File: src/rds_pkg.sv
// shared constants and types of the receive deserializer status block
package rds_pkg;

  // register offsets
  localparam logic [7:0] RDS_OFS_EVENT_FLAGS = 8'h08;
  localparam logic [7:0] RDS_OFS_BYTE_A      = 8'h09;
  localparam logic [7:0] RDS_OFS_QUAL_A      = 8'h0a;
  localparam logic [7:0] RDS_OFS_BYTE_B      = 8'h0b;

  // field positions in receive_event_flags
  localparam int RDS_BIT_FULL_A  = 0;
  localparam int RDS_BIT_EOF_A   = 1;
  localparam int RDS_BIT_FLOW_A  = 2;
  localparam int RDS_BIT_VALID_A = 3;

  // reset values and the all-valid qualifier pattern
  localparam logic [7:0] RDS_RST_BYTE  = 8'h00;
  localparam logic [7:0] RDS_RST_QUAL  = 8'h00;
  localparam logic [7:0] RDS_RST_FLAGS = 8'h00;
  localparam logic [7:0] RDS_ALL_VALID = 8'hff;

  // sizes
  localparam int RDS_BYTE_W     = 8;
  localparam int RDS_FIFO_W     = 16;
  localparam int RDS_FIFO_DEPTH = 16;
  localparam logic [2:0] RDS_LAST_POS = 3'h7;

  typedef enum logic [1:0] {
    RDS_ASM_IDLE = 2'b01,
    RDS_ASM_RECV = 2'b10
  } rds_asm_state_e;

endpackage

File: src/rds_stream_if.sv
// valid/ready word stream between the block's own modules
`timescale 1ns/10ps
interface rds_stream_if #(
  parameter int W = 16
);
  logic         valid;
  logic         ready;
  logic [W-1:0] data;

  modport src (output valid, output data, input ready);
  modport snk (input valid, input data, output ready);
endinterface

File: src/rds_bit_asm.sv
// bit-to-byte assembler with end-of-frame gap detection, one per channel
`timescale 1ns/10ps
module rds_bit_asm import rds_pkg::*; (
  // clock and reset
  input  wire logic        clk_i,
  input  wire logic        rst_b_i,
  // control
  input  wire logic        enable_i,
  input  wire logic [7:0]  eof_len_i,
  // air side, one bit per tick
  input  wire logic        tick_i,
  input  wire logic        bit_i,
  input  wire logic        bit_valid_i,
  // assembled output
  output logic [7:0]       byte_o,
  output logic [7:0]       mask_o,
  output logic             load_o,
  output logic             eof_o
);
  rds_asm_state_e state;
  rds_asm_state_e next_state;
  logic [7:0]     shift;
  logic [7:0]     qual;
  logic [2:0]     pos;
  logic [7:0]     gap;
  logic [7:0]     next_shift;
  logic [7:0]     next_qual;
  logic [2:0]     next_pos;
  logic [7:0]     next_gap;
  logic           next_load;
  logic           next_eof;
  logic [7:0]     next_byte;
  logic [7:0]     next_mask;

  always_comb begin
    next_state = state;
    next_shift = shift;
    next_qual  = qual;
    next_pos   = pos;
    next_gap   = gap;
    next_load  = 1'b0;
    next_eof   = 1'b0;
    next_byte  = byte_o;
    next_mask  = mask_o;
    case (state)
      RDS_ASM_IDLE: begin
        if (enable_i && tick_i && bit_valid_i) begin
          next_state   = RDS_ASM_RECV;
          next_shift   = {7'h00, bit_i};
          next_qual    = 8'h01;
          next_pos     = 3'h1;
          next_gap     = 8'h00;
        end
      end
      RDS_ASM_RECV: begin
        if (!enable_i) begin
          next_state = RDS_ASM_IDLE;
        end else if (tick_i) begin
          // first bit on air lands in bit 0
          next_shift[pos] = bit_i & bit_valid_i; // see RULE7 see RULE10
          next_qual[pos]  = bit_valid_i; // see RULE8
          next_pos        = pos + 3'h1;
          next_gap        = bit_valid_i ? 8'h00 : gap + 8'h01;
          if (!bit_valid_i && (gap + 8'h01) >= eof_len_i) begin
            // gap long enough: frame ends, partial byte flushed
            next_eof   = 1'b1; // see RULE1
            next_state = RDS_ASM_IDLE;
            next_load  = qual != 8'h00; // see RULE12
            next_byte  = shift;
            next_mask  = qual;
          end else if (pos == RDS_LAST_POS) begin
            next_load  = 1'b1;
            next_byte  = next_shift;
            next_mask  = next_qual;
          end
          if (next_load) begin
            next_shift = 8'h00;
            next_qual  = 8'h00;
            next_pos   = 3'h0;
          end
        end
      end
      default: begin
        next_state = RDS_ASM_IDLE;
      end
    endcase
  end

  always_ff @(posedge clk_i) begin
    if (!rst_b_i) begin
      state  <= RDS_ASM_IDLE;
      shift  <= RDS_RST_BYTE;
      qual   <= RDS_RST_QUAL;
      pos    <= 3'h0;
      gap    <= 8'h00;
      load_o <= 1'b0;
      eof_o  <= 1'b0;
      byte_o <= RDS_RST_BYTE;
      mask_o <= RDS_RST_QUAL;
    end else begin
      state  <= next_state;
      shift  <= next_shift;
      qual   <= next_qual;
      pos    <= next_pos;
      gap    <= next_gap;
      load_o <= next_load;
      eof_o  <= next_eof;
      byte_o <= next_byte;
      mask_o <= next_mask;
    end
  end
endmodule

File: src/rds_fifo.sv
// parameterised first-in first-out word buffer
`timescale 1ns/10ps
module rds_fifo import rds_pkg::*; #(
  parameter int W     = 16,
  parameter int DEPTH = 16
) (
  // clock and reset
  input  wire logic   clk_i,
  input  wire logic   rst_b_i,
  // fill side
  rds_stream_if.snk   push,
  // drain side
  rds_stream_if.src   pop
);
  localparam int AW = $clog2(DEPTH);

  logic [W-1:0] mem [DEPTH];
  logic [AW:0]  wr_ptr;
  logic [AW:0]  rd_ptr;
  logic [AW:0]  next_wr_ptr;
  logic [AW:0]  next_rd_ptr;
  logic         do_push;
  logic         do_pop;

  assign push.ready = (wr_ptr - rd_ptr) != (AW+1)'(DEPTH);
  assign pop.valid  = wr_ptr != rd_ptr;
  assign pop.data   = mem[rd_ptr[AW-1:0]];
  assign do_push    = push.valid & push.ready;
  assign do_pop     = pop.valid & pop.ready;

  always_comb begin
    next_wr_ptr = do_push ? wr_ptr + (AW+1)'(1) : wr_ptr;
    next_rd_ptr = do_pop ? rd_ptr + (AW+1)'(1) : rd_ptr;
  end

  always_ff @(posedge clk_i) begin
    if (!rst_b_i) begin
      wr_ptr <= '0;
      rd_ptr <= '0;
    end else begin
      wr_ptr <= next_wr_ptr;
      rd_ptr <= next_rd_ptr;
    end
  end

  // storage carries no reset; only written words are ever read
  always_ff @(posedge clk_i) begin
    if (do_push) begin
      mem[wr_ptr[AW-1:0]] <= push.data;
    end
  end
endmodule

File: src/rds_rx_status.sv
// receive result registers of the two-channel deserializer
// Function
// RULE1: once channel A reception has begun, the end-of-frame flag rises after the programmed number of bit times pass without a valid bit.
// RULE2: the channel A end-of-frame flag is bit 1 of the receive status register, one meaning pending.
// RULE3: reading the receive status register clears the channel A end-of-frame flag; here only a read in receive mode clears it.
// RULE4: flags are set and readable regardless of any interrupt enable, so polling works.
// RULE5: receive status reads as zero whenever the device is not in receive mode.
// RULE6: the status registers are read-only and host writes change no flag.
// RULE7: the channel A byte is assembled first air bit into bit 0, last into bit 7, and is read-only.
// RULE8: each channel A qualifier bit is one exactly when the same data bit holds a valid received bit.
// RULE9: with the all-valid flag set all eight channel A data bits are valid, so the host may skip the qualifier register.
// RULE10: the channel B byte is assembled in air order from bit 0 up to bit 7 and is read-only.
// RULE11: overflow is flagged when a new byte arrives before the previous is read, underflow when an empty data register is read;
// here both are flagged for channel A only, overflow only when a byte meets the full 16-word queue.
// RULE12: the buffer-full flag is set on every transfer into the data register, full byte or partial byte at end of frame.
// RULE13: on each data register write the all-valid flag is set only if every bit is valid, and it never interrupts.
// RULE14: the flow-violation and buffer-full flags are also cleared by a read of the receive status register; here only a read in receive mode clears them.
`timescale 1ns/10ps
module rds_rx_status import rds_pkg::*; (
  // clock and reset
  input  wire logic        clk_i,
  input  wire logic        rst_b_i,
  // mode and frame setup
  input  wire logic        rx_en_i,
  input  wire logic        tx_en_i,
  input  wire logic [7:0]  eof_len_i,
  // channel A air side
  input  wire logic        a_tick_i,
  input  wire logic        a_bit_i,
  input  wire logic        a_bit_valid_i,
  // channel B air side
  input  wire logic        b_tick_i,
  input  wire logic        b_bit_i,
  input  wire logic        b_bit_valid_i,
  // register read port
  input  wire logic [7:0]  reg_addr_i,
  input  wire logic        reg_rd_i,
  output logic [7:0]       reg_rdata_o,
  output logic             reg_rvalid_o,
  // buffer state
  output logic             a_buf_ready_o
);

  logic       rx_mode;
  logic [7:0] a_asm_byte;
  logic [7:0] a_asm_mask;
  logic       a_asm_load;
  logic       a_asm_eof;
  logic [7:0] b_asm_byte;
  logic [7:0] b_asm_mask;
  logic       b_asm_load;
  logic       b_asm_eof;

  // register state
  logic [7:0] byte_a;
  logic [7:0] qual_a;
  logic [7:0] byte_b;
  logic       a_loaded;
  logic       flag_full_a;
  logic       flag_eof_a;
  logic       flag_flow_a;
  logic       flag_valid_a;
  logic [7:0] rdata;
  logic       rvalid;

  logic [7:0] next_byte_a;
  logic [7:0] next_qual_a;
  logic [7:0] next_byte_b;
  logic       next_a_loaded;
  logic       next_flag_full_a;
  logic       next_flag_eof_a;
  logic       next_flag_flow_a;
  logic       next_flag_valid_a;
  logic [7:0] next_rdata;
  logic       next_rvalid;

  // decoded accesses
  logic       rd_flags;
  logic       rd_byte_a;
  logic       rd_byte_b;
  logic       rd_qual_a;
  logic       a_transfer;
  logic       a_overflow;
  logic       a_underflow;
  logic [7:0] flags_live;

  rds_stream_if #(.W(RDS_FIFO_W)) a_push ();
  rds_stream_if #(.W(RDS_FIFO_W)) a_pop ();

  // transmit enable wins: the part is in receive mode only with rx alone
  assign rx_mode = rx_en_i & ~tx_en_i;

  rds_bit_asm u_asm_a (
    .clk_i       (clk_i),
    .rst_b_i     (rst_b_i),
    .enable_i    (rx_mode),
    .eof_len_i   (eof_len_i),
    .tick_i      (a_tick_i),
    .bit_i       (a_bit_i),
    .bit_valid_i (a_bit_valid_i),
    .byte_o      (a_asm_byte),
    .mask_o      (a_asm_mask),
    .load_o      (a_asm_load),
    .eof_o       (a_asm_eof)
  );

  rds_bit_asm u_asm_b (
    .clk_i       (clk_i),
    .rst_b_i     (rst_b_i),
    .enable_i    (rx_mode),
    .eof_len_i   (eof_len_i),
    .tick_i      (b_tick_i),
    .bit_i       (b_bit_i),
    .bit_valid_i (b_bit_valid_i),
    .byte_o      (b_asm_byte),
    .mask_o      (b_asm_mask),
    .load_o      (b_asm_load),
    .eof_o       (b_asm_eof)
  );

  // channel A bytes queue up while the host has not fetched the last one
  assign a_push.valid = a_asm_load;
  assign a_push.data  = {a_asm_mask, a_asm_byte};

  rds_fifo #(
    .W     (RDS_FIFO_W),
    .DEPTH (RDS_FIFO_DEPTH)
  ) u_fifo_a (
    .clk_i   (clk_i),
    .rst_b_i (rst_b_i),
    .push    (a_push),
    .pop     (a_pop)
  );

  assign a_buf_ready_o = a_push.ready;

  // drain one word into the data register only once the host emptied it
  assign a_pop.ready = ~a_loaded | rd_byte_a;
  assign a_transfer  = a_pop.valid & a_pop.ready;

  // register port decode; nothing here is writable
  assign rd_flags  = reg_rd_i && (reg_addr_i == RDS_OFS_EVENT_FLAGS); // see RULE6
  assign rd_byte_a = reg_rd_i && (reg_addr_i == RDS_OFS_BYTE_A);
  assign rd_qual_a = reg_rd_i && (reg_addr_i == RDS_OFS_QUAL_A);
  assign rd_byte_b = reg_rd_i && (reg_addr_i == RDS_OFS_BYTE_B);

  // the radio cannot be stalled: a byte meeting a full queue is lost
  assign a_overflow  = a_push.valid & ~a_push.ready; // see RULE11
  assign a_underflow = rd_byte_a & ~a_loaded; // see RULE11

  always_comb begin
    flags_live = RDS_RST_FLAGS;
    flags_live[RDS_BIT_FULL_A]  = flag_full_a;
    flags_live[RDS_BIT_EOF_A]   = flag_eof_a; // see RULE2
    flags_live[RDS_BIT_FLOW_A]  = flag_flow_a;
    flags_live[RDS_BIT_VALID_A] = flag_valid_a;
  end

  // data and qualifier registers
  always_comb begin
    next_byte_a   = byte_a;
    next_qual_a   = qual_a;
    next_byte_b   = byte_b;
    next_a_loaded = a_loaded;
    if (rd_byte_a) begin
      next_a_loaded = 1'b0;
    end
    if (a_transfer) begin
      next_byte_a   = a_pop.data[7:0]; // see RULE7
      next_qual_a   = a_pop.data[15:8]; // see RULE8
      next_a_loaded = 1'b1;
    end
    if (b_asm_load) begin
      next_byte_b = b_asm_byte; // see RULE10
    end
  end

  always_ff @(posedge clk_i) begin
    if (!rst_b_i) begin
      byte_a   <= RDS_RST_BYTE;
      qual_a   <= RDS_RST_QUAL;
      byte_b   <= RDS_RST_BYTE;
      a_loaded <= 1'b0;
    end else begin
      byte_a   <= next_byte_a;
      qual_a   <= next_qual_a;
      byte_b   <= next_byte_b;
      a_loaded <= next_a_loaded;
    end
  end

  // event flags: set beats the clearing read in the same cycle;
  // no interrupt enable takes part, so polling sees every event
  always_comb begin
    next_flag_full_a  = flag_full_a;
    next_flag_eof_a   = flag_eof_a;
    next_flag_flow_a  = flag_flow_a;
    next_flag_valid_a = flag_valid_a;
    // a masked read returns zero, so it must not consume hidden events
    if (rd_flags && rx_mode) begin
      next_flag_eof_a  = 1'b0; // see RULE3
      next_flag_full_a = 1'b0; // see RULE14
      next_flag_flow_a = 1'b0; // see RULE14
    end
    if (a_asm_eof) begin
      next_flag_eof_a = 1'b1; // see RULE1 see RULE4
    end
    if (a_transfer) begin
      next_flag_full_a  = 1'b1; // see RULE12 see RULE4
      next_flag_valid_a = a_pop.data[15:8] == RDS_ALL_VALID; // see RULE13 see RULE9
    end
    if (a_overflow || a_underflow) begin
      next_flag_flow_a = 1'b1; // see RULE11 see RULE4
    end
  end

  always_ff @(posedge clk_i) begin
    if (!rst_b_i) begin
      flag_full_a  <= 1'b0;
      flag_eof_a   <= 1'b0;
      flag_flow_a  <= 1'b0;
      flag_valid_a <= 1'b0;
    end else begin
      flag_full_a  <= next_flag_full_a;
      flag_eof_a   <= next_flag_eof_a;
      flag_flow_a  <= next_flag_flow_a;
      flag_valid_a <= next_flag_valid_a;
    end
  end

  // read data, one cycle after the strobe; unmapped offsets return zero
  always_comb begin
    next_rdata  = RDS_RST_FLAGS;
    next_rvalid = reg_rd_i;
    if (rd_flags) begin
      next_rdata = rx_mode ? flags_live : RDS_RST_FLAGS; // see RULE5
    end else if (rd_byte_a) begin
      next_rdata = byte_a;
    end else if (rd_qual_a) begin
      next_rdata = qual_a;
    end else if (rd_byte_b) begin
      next_rdata = byte_b;
    end
  end

  always_ff @(posedge clk_i) begin
    if (!rst_b_i) begin
      rdata  <= RDS_RST_FLAGS;
      rvalid <= 1'b0;
    end else begin
      rdata  <= next_rdata;
      rvalid <= next_rvalid;
    end
  end

  assign reg_rdata_o  = rdata;
  assign reg_rvalid_o = rvalid;

endmodule

File: config.mk
export PLATFORM = sky130hd
export DESIGN_NAME = rds_rx_status
export DESIGN_NICKNAME = d
export VERILOG_FILES = /design/src/rds_pkg.sv /design/src/rds_stream_if.sv /design/src/rds_bit_asm.sv /design/src/rds_fifo.sv /design/src/rds_rx_status.sv
export SDC_FILE = /design/constraint.sdc
export NUM_CORES = 1
export LEC_CHECK = 0
export BUFFER_PORTS_ARGS = -buffer_cell sky130_fd_sc_hd__buf_2
export CAP_MARGIN = 20
export CELL_PAD_IN_SITES_DETAIL_PLACEMENT = 0
export CELL_PAD_IN_SITES_GLOBAL_PLACEMENT = 2
export CORE_ASPECT_RATIO = 0.7
export CORE_MARGIN = 10
export CORE_UTILIZATION = 45
export CTS_CLUSTER_DIAMETER = 120
export DETAILED_ROUTE_END_ITERATION = 10
export PLACE_DENSITY = 0.8
export SYNTH_ARGS = -nofsm -noshare
export SYNTH_HDL_FRONTEND = slang
export SYNTH_SLANG_ARGS = --single-unit
export TNS_END_PERCENT = 30
File: constraint.sdc
create_clock -name clk_i -period 4.05 [get_ports clk_i]
set_input_delay 0.81 -clock clk_i [delete_from_list [all_inputs] [get_ports clk_i]]
set_output_delay 0.81 -clock clk_i [all_outputs]
set_load 0.02 [all_outputs]
==> flow_summary_export.csv <==
group,metric,value,unit
timing,slew_violations,0,
layout,fill_cells,3107,
job,drv_cap,0,
timing,setup_viol,0,
placed_design,gp_congestion,0.779,
synth,yosys.area.top_type,"edfxtp_1",
clocking,cts.sinks,393,
synth,syn_area_per_cell,13.9,µm²
drt,highest_layer,"met4",
floorplanning,die_h,180,µm
drt,vias,9782,
synth,syn_nets,1241,
critical_path,critPathCaptureType,"flop",
clocking,cts_tree,"built",
synth,yosysWarnings,0,
critical_path,path_cells,"ha_1 -> nand3_1 -> nor2_1 -> xor2_1 -> ha_1 -> a41oi_1 -> a21oi_1 -> a21oi_2 -> mux2i_1 -> o21ai_0 -> a22o_1",
floorplanning,start_util,45.6,%
critical_path,max_stage_delay,640,ps
drt,ant_nets,0,
global_route,grt_overflow,0,
critical_path,required,4470,ps
power,switching_share,21.7,%
drt,route.met3.wl,2.28,mm
critical_path,path_class,"reg2reg",
floorplanning,dieArea,44700,µm²
clocking,cts.clk_slew.worst_paths,70,ps
drt,wl_met1,19.3,mm
critical_path,rrSetupSlack,470,ps
synth,synth_edf_count,256,
floorplanning,fp.dieW,248,µm
worst_hold_path,hold_class,"reg2reg",
drt,wl_met2,16.2,mm
layout,final_cell_mix,"256 x edfxtp_1, 134 x dfxtp_1, 110 x nand2_1, 85 x o21ai_0, 76 x mux4_2",
clocking,ctsLongestPathBuffers,3,
worst_hold_path,worstHoldPathCells,2,
critical_path,worst-path-max-fanout,9,
drt,firstDrtPassIters,7,
timing,hold_viol,0,
synth,synth-main-ff-cell,"edfxtp_1",
synth,synth_cell_types,61,
synth,mappedNetlistArea,16400,µm²
critical_path,crit_path_frequent_cell,"ha_1",
drt,routedWlPerCell,22.1,µm
synth,synth.yosys.seq_area_share,63.5,%
run_status,status,"completed",
power,p_leak,5.55,nW
timing,fmax,0.279,GHz
timing,finalCritPeriodShare,88.4,%
clocking,htreeDepth,2,
clocking,cts-buffers-inserted,37,
layout,final_common_cell,"edfxtp_1",
floorplanning,fp-row-count,58,
drt,vias_per_cell,5.64,
synth,synthArstFlopShare,0,%
power,ir_drop,357,µV
placed_design,placed_cell_area,17200,µm²
synth,ys_seq_elements,393,
power,switching_power,1.73,mW
synth,yosys-top-cells-area,"edfxtp_1 47%, dfxtp_1 17%, mux4_2 10%",
drt,drt_iter0_markers,1001,
global_route,grt_start_max_net_pins,53,
placed_design,port_buffers,36,
global_route,grt_pass1_vias,9429,
critical_path,r2r_cells,11,
layout,drive_above_1_share,18.4,%
timing,fin_crit,3580,ps
power,power_density,434,nW/µm²
drt,wirelength,38.3,mm
worst_hold_path,hold_end,"byte_a[0]$_SDFFE_PN0P_",
clocking,ctsRootBufferMaster,"clkbuf_16",
worst_hold_path,hold_start,"byte_a[0]$_SDFFE_PN0P_",
clocking,ctsResizeCount,0,
synth,synth_cells,1183,
placed_design,hpwlAfterDp,24.7,mm
global_route,grt_pass1_wl,58.7,mm
timing,relSlewSlack,33.4,%
global_route,antenna_found_initial,0,
power,power_frac_comb,4.4,%
critical_path,r2r_start,"u_asm_b.gap[0]$_SDFFE_PN0P_",
critical_path,worstSetupStartpointType,"flop",
layout,final_area,18400,µm²
layout,num-nets-final,1281,
timing,finClkSkew,22.6,ps
synth,netlist.area_leader.share,46.8,%
layout,area_delta_synth_final,11.9,%
clocking,cts-hold-fix-buffers,0,
timing,rsz0062_at_grt,"no",
timing,tightest_slew,998,ps
global_route,grt_use_total,17.1,%
clocking,clk_latency,550,ps
floorplanning,core_area,36000,µm²
floorplanning,num_io_pins,37,
power,intPower,6.24,mW
drt,route.detailed.drc,0,
critical_path,r2r-end,"u_asm_b.shift[5]$_SDFFE_PN0P_",
timing,tns,0,ps
clocking,cts_setup_buffers,0,
power,p_seq_share,53.8,%
critical_path,cpMaxStageDelayCell,"mux2i_1",
power,p_clk_share,41.8,%
critical_path,crit_arrival,4000,ps
layout,fin_util,51.1,%
## synth_stat cells (16+ instances only)
library cell and n:
edfxtp_1 256, dfxtp_1 137, nand2_1 110, o21ai_0 86, mux4_2 76, nor2_1 45
clkbuf_1 42, a22oi_1 36, nand3_1 33, ha_1 31, nor2b_1 30, a21oi_1 28
a21boi_0 24, and2_1 24, buf_2 18, mux2i_1 16
## critical path, delay by kind of cell (launching register included)
| kind | cells | cell delay (ps) |
|---|---|---|
| and+or+nand+nor | 2 | 350 |
| muxes | 1 | 640 |
| AOI/OAI and AO/OA | 5 | 1260 |
| xor gates and xnor gates | 1 | 210 |
| DFF | 1 | 420 |
| adders and majority gates | 2 | 550 |
## worst max path at each step
| stage | start | slack (ps) | end | cells after the start |
|---|---|---|---|---|
| 6_report | u_asm_b.gap[0]$_SDFFE_PN0P_ | 470 | u_asm_b.shift[5]$_SDFFE_PN0P_ | 11 |
| 5_1_grt | u_asm_b.gap[0]$_SDFFE_PN0P_ | 140 | u_asm_b.shift[1]$_SDFFE_PN0P_ | 12 |
| 4_1_cts | u_asm_b.gap[0]$_SDFFE_PN0P_ | 500 | u_asm_b.shift[5]$_SDFFE_PN0P_ | 11 |
| 3_5_place_dp | eof_len_i[0] | 410 | u_asm_b.shift[5]$_SDFFE_PN0P_ | 9 |
| 3_3_place_gp | eof_len_i[0] | 550 | u_asm_b.shift[4]$_SDFFE_PN0P_ | 9 |
| 2_1_floorplan | u_fifo_a.rd_ptr[1]$_SDFFE_PN0P_ | 570 | u_fifo_a.mem[1][0]$_DFFE_PP_ | 10 |
## flip-flops by register name, indices dropped and copies added, names as in the netlist, 2 cells and up, named ones only
register         cells
u_asm_b.shift        8
u_fifo_a.mem       256
byte_b               8
reg_rdata_o          8
u_asm_a.state        2
u_asm_a.mask_o       8
u_fifo_a.rd_ptr      5
qual_a               8
u_asm_a.byte_o       8
u_asm_b.pos          3
u_asm_b.gap          8
u_fifo_a.wr_ptr      5
u_asm_a.qual         8
u_asm_b.state        2
u_asm_a.shift        8
byte_a               8
u_asm_a.gap          8
u_asm_a.pos          3
u_asm_b.byte_o       8
u_asm_b.qual         8
## metrics by stage
| stage | hold slack [ps] | std cells | total power, mW | setup slack (ps) |
|---|---|---|---|---|
| global route | 483 | 1732 | 8.28 | 144 |
| floorplan | 418 | 1183 | 4.63 | 572 |
| CTS | 468 | 1732 | 8.05 | 496 |
| detailed placement | 450 | 1664 | 4.73 | 414 |
| finish | 466 | 1733 | 7.97 | 472 |
| global placement | 454 | 1664 | 4.73 | 550 |
## per-layer routing
metal	global-route usage, %	vias to the layer above
met2	22.9	246
met5	0	-
met4	3.29	0
li1	-	4600
met3	3.45	41
met1	27.6	4895
## area by class of cell
class	count	area (µm²)	area share (%)
clock inverter	21	180	0.980
inverter	15	56.3	0.306
timing repair buffer	69	453	2.46
tap	480	601	3.27
clock buffer	47	963	5.24
antenna	1	2.50	0.0136
sequential	393	10400	56.8
multi-input combinational	707	5690	30.9
## power groups by stage
stage               clock [mW]  combinational [mW]  sequential (mW)
floorplan                    0               0.273             4.36
global placement             0               0.352             4.38
detailed placement           0               0.355             4.38
CTS                       3.41               0.356             4.29
global route              3.59               0.393             4.29
finish                    3.33               0.350             4.29
## cell families after synthesis
logic type	Yosys count	synth area share, %
AO/OA/AOI/OAI	245	9.60
XOR/XNOR	21	1.12
adder cells (fa/ha/maj)	31	2.36
buffers and inverters	83	2.10
flip-flops	393	63.5
multiplexers	96	11.7
AND/OR/NAND/NOR	314	9.60
No activity file was read; power rests on OpenSTA's default activity.
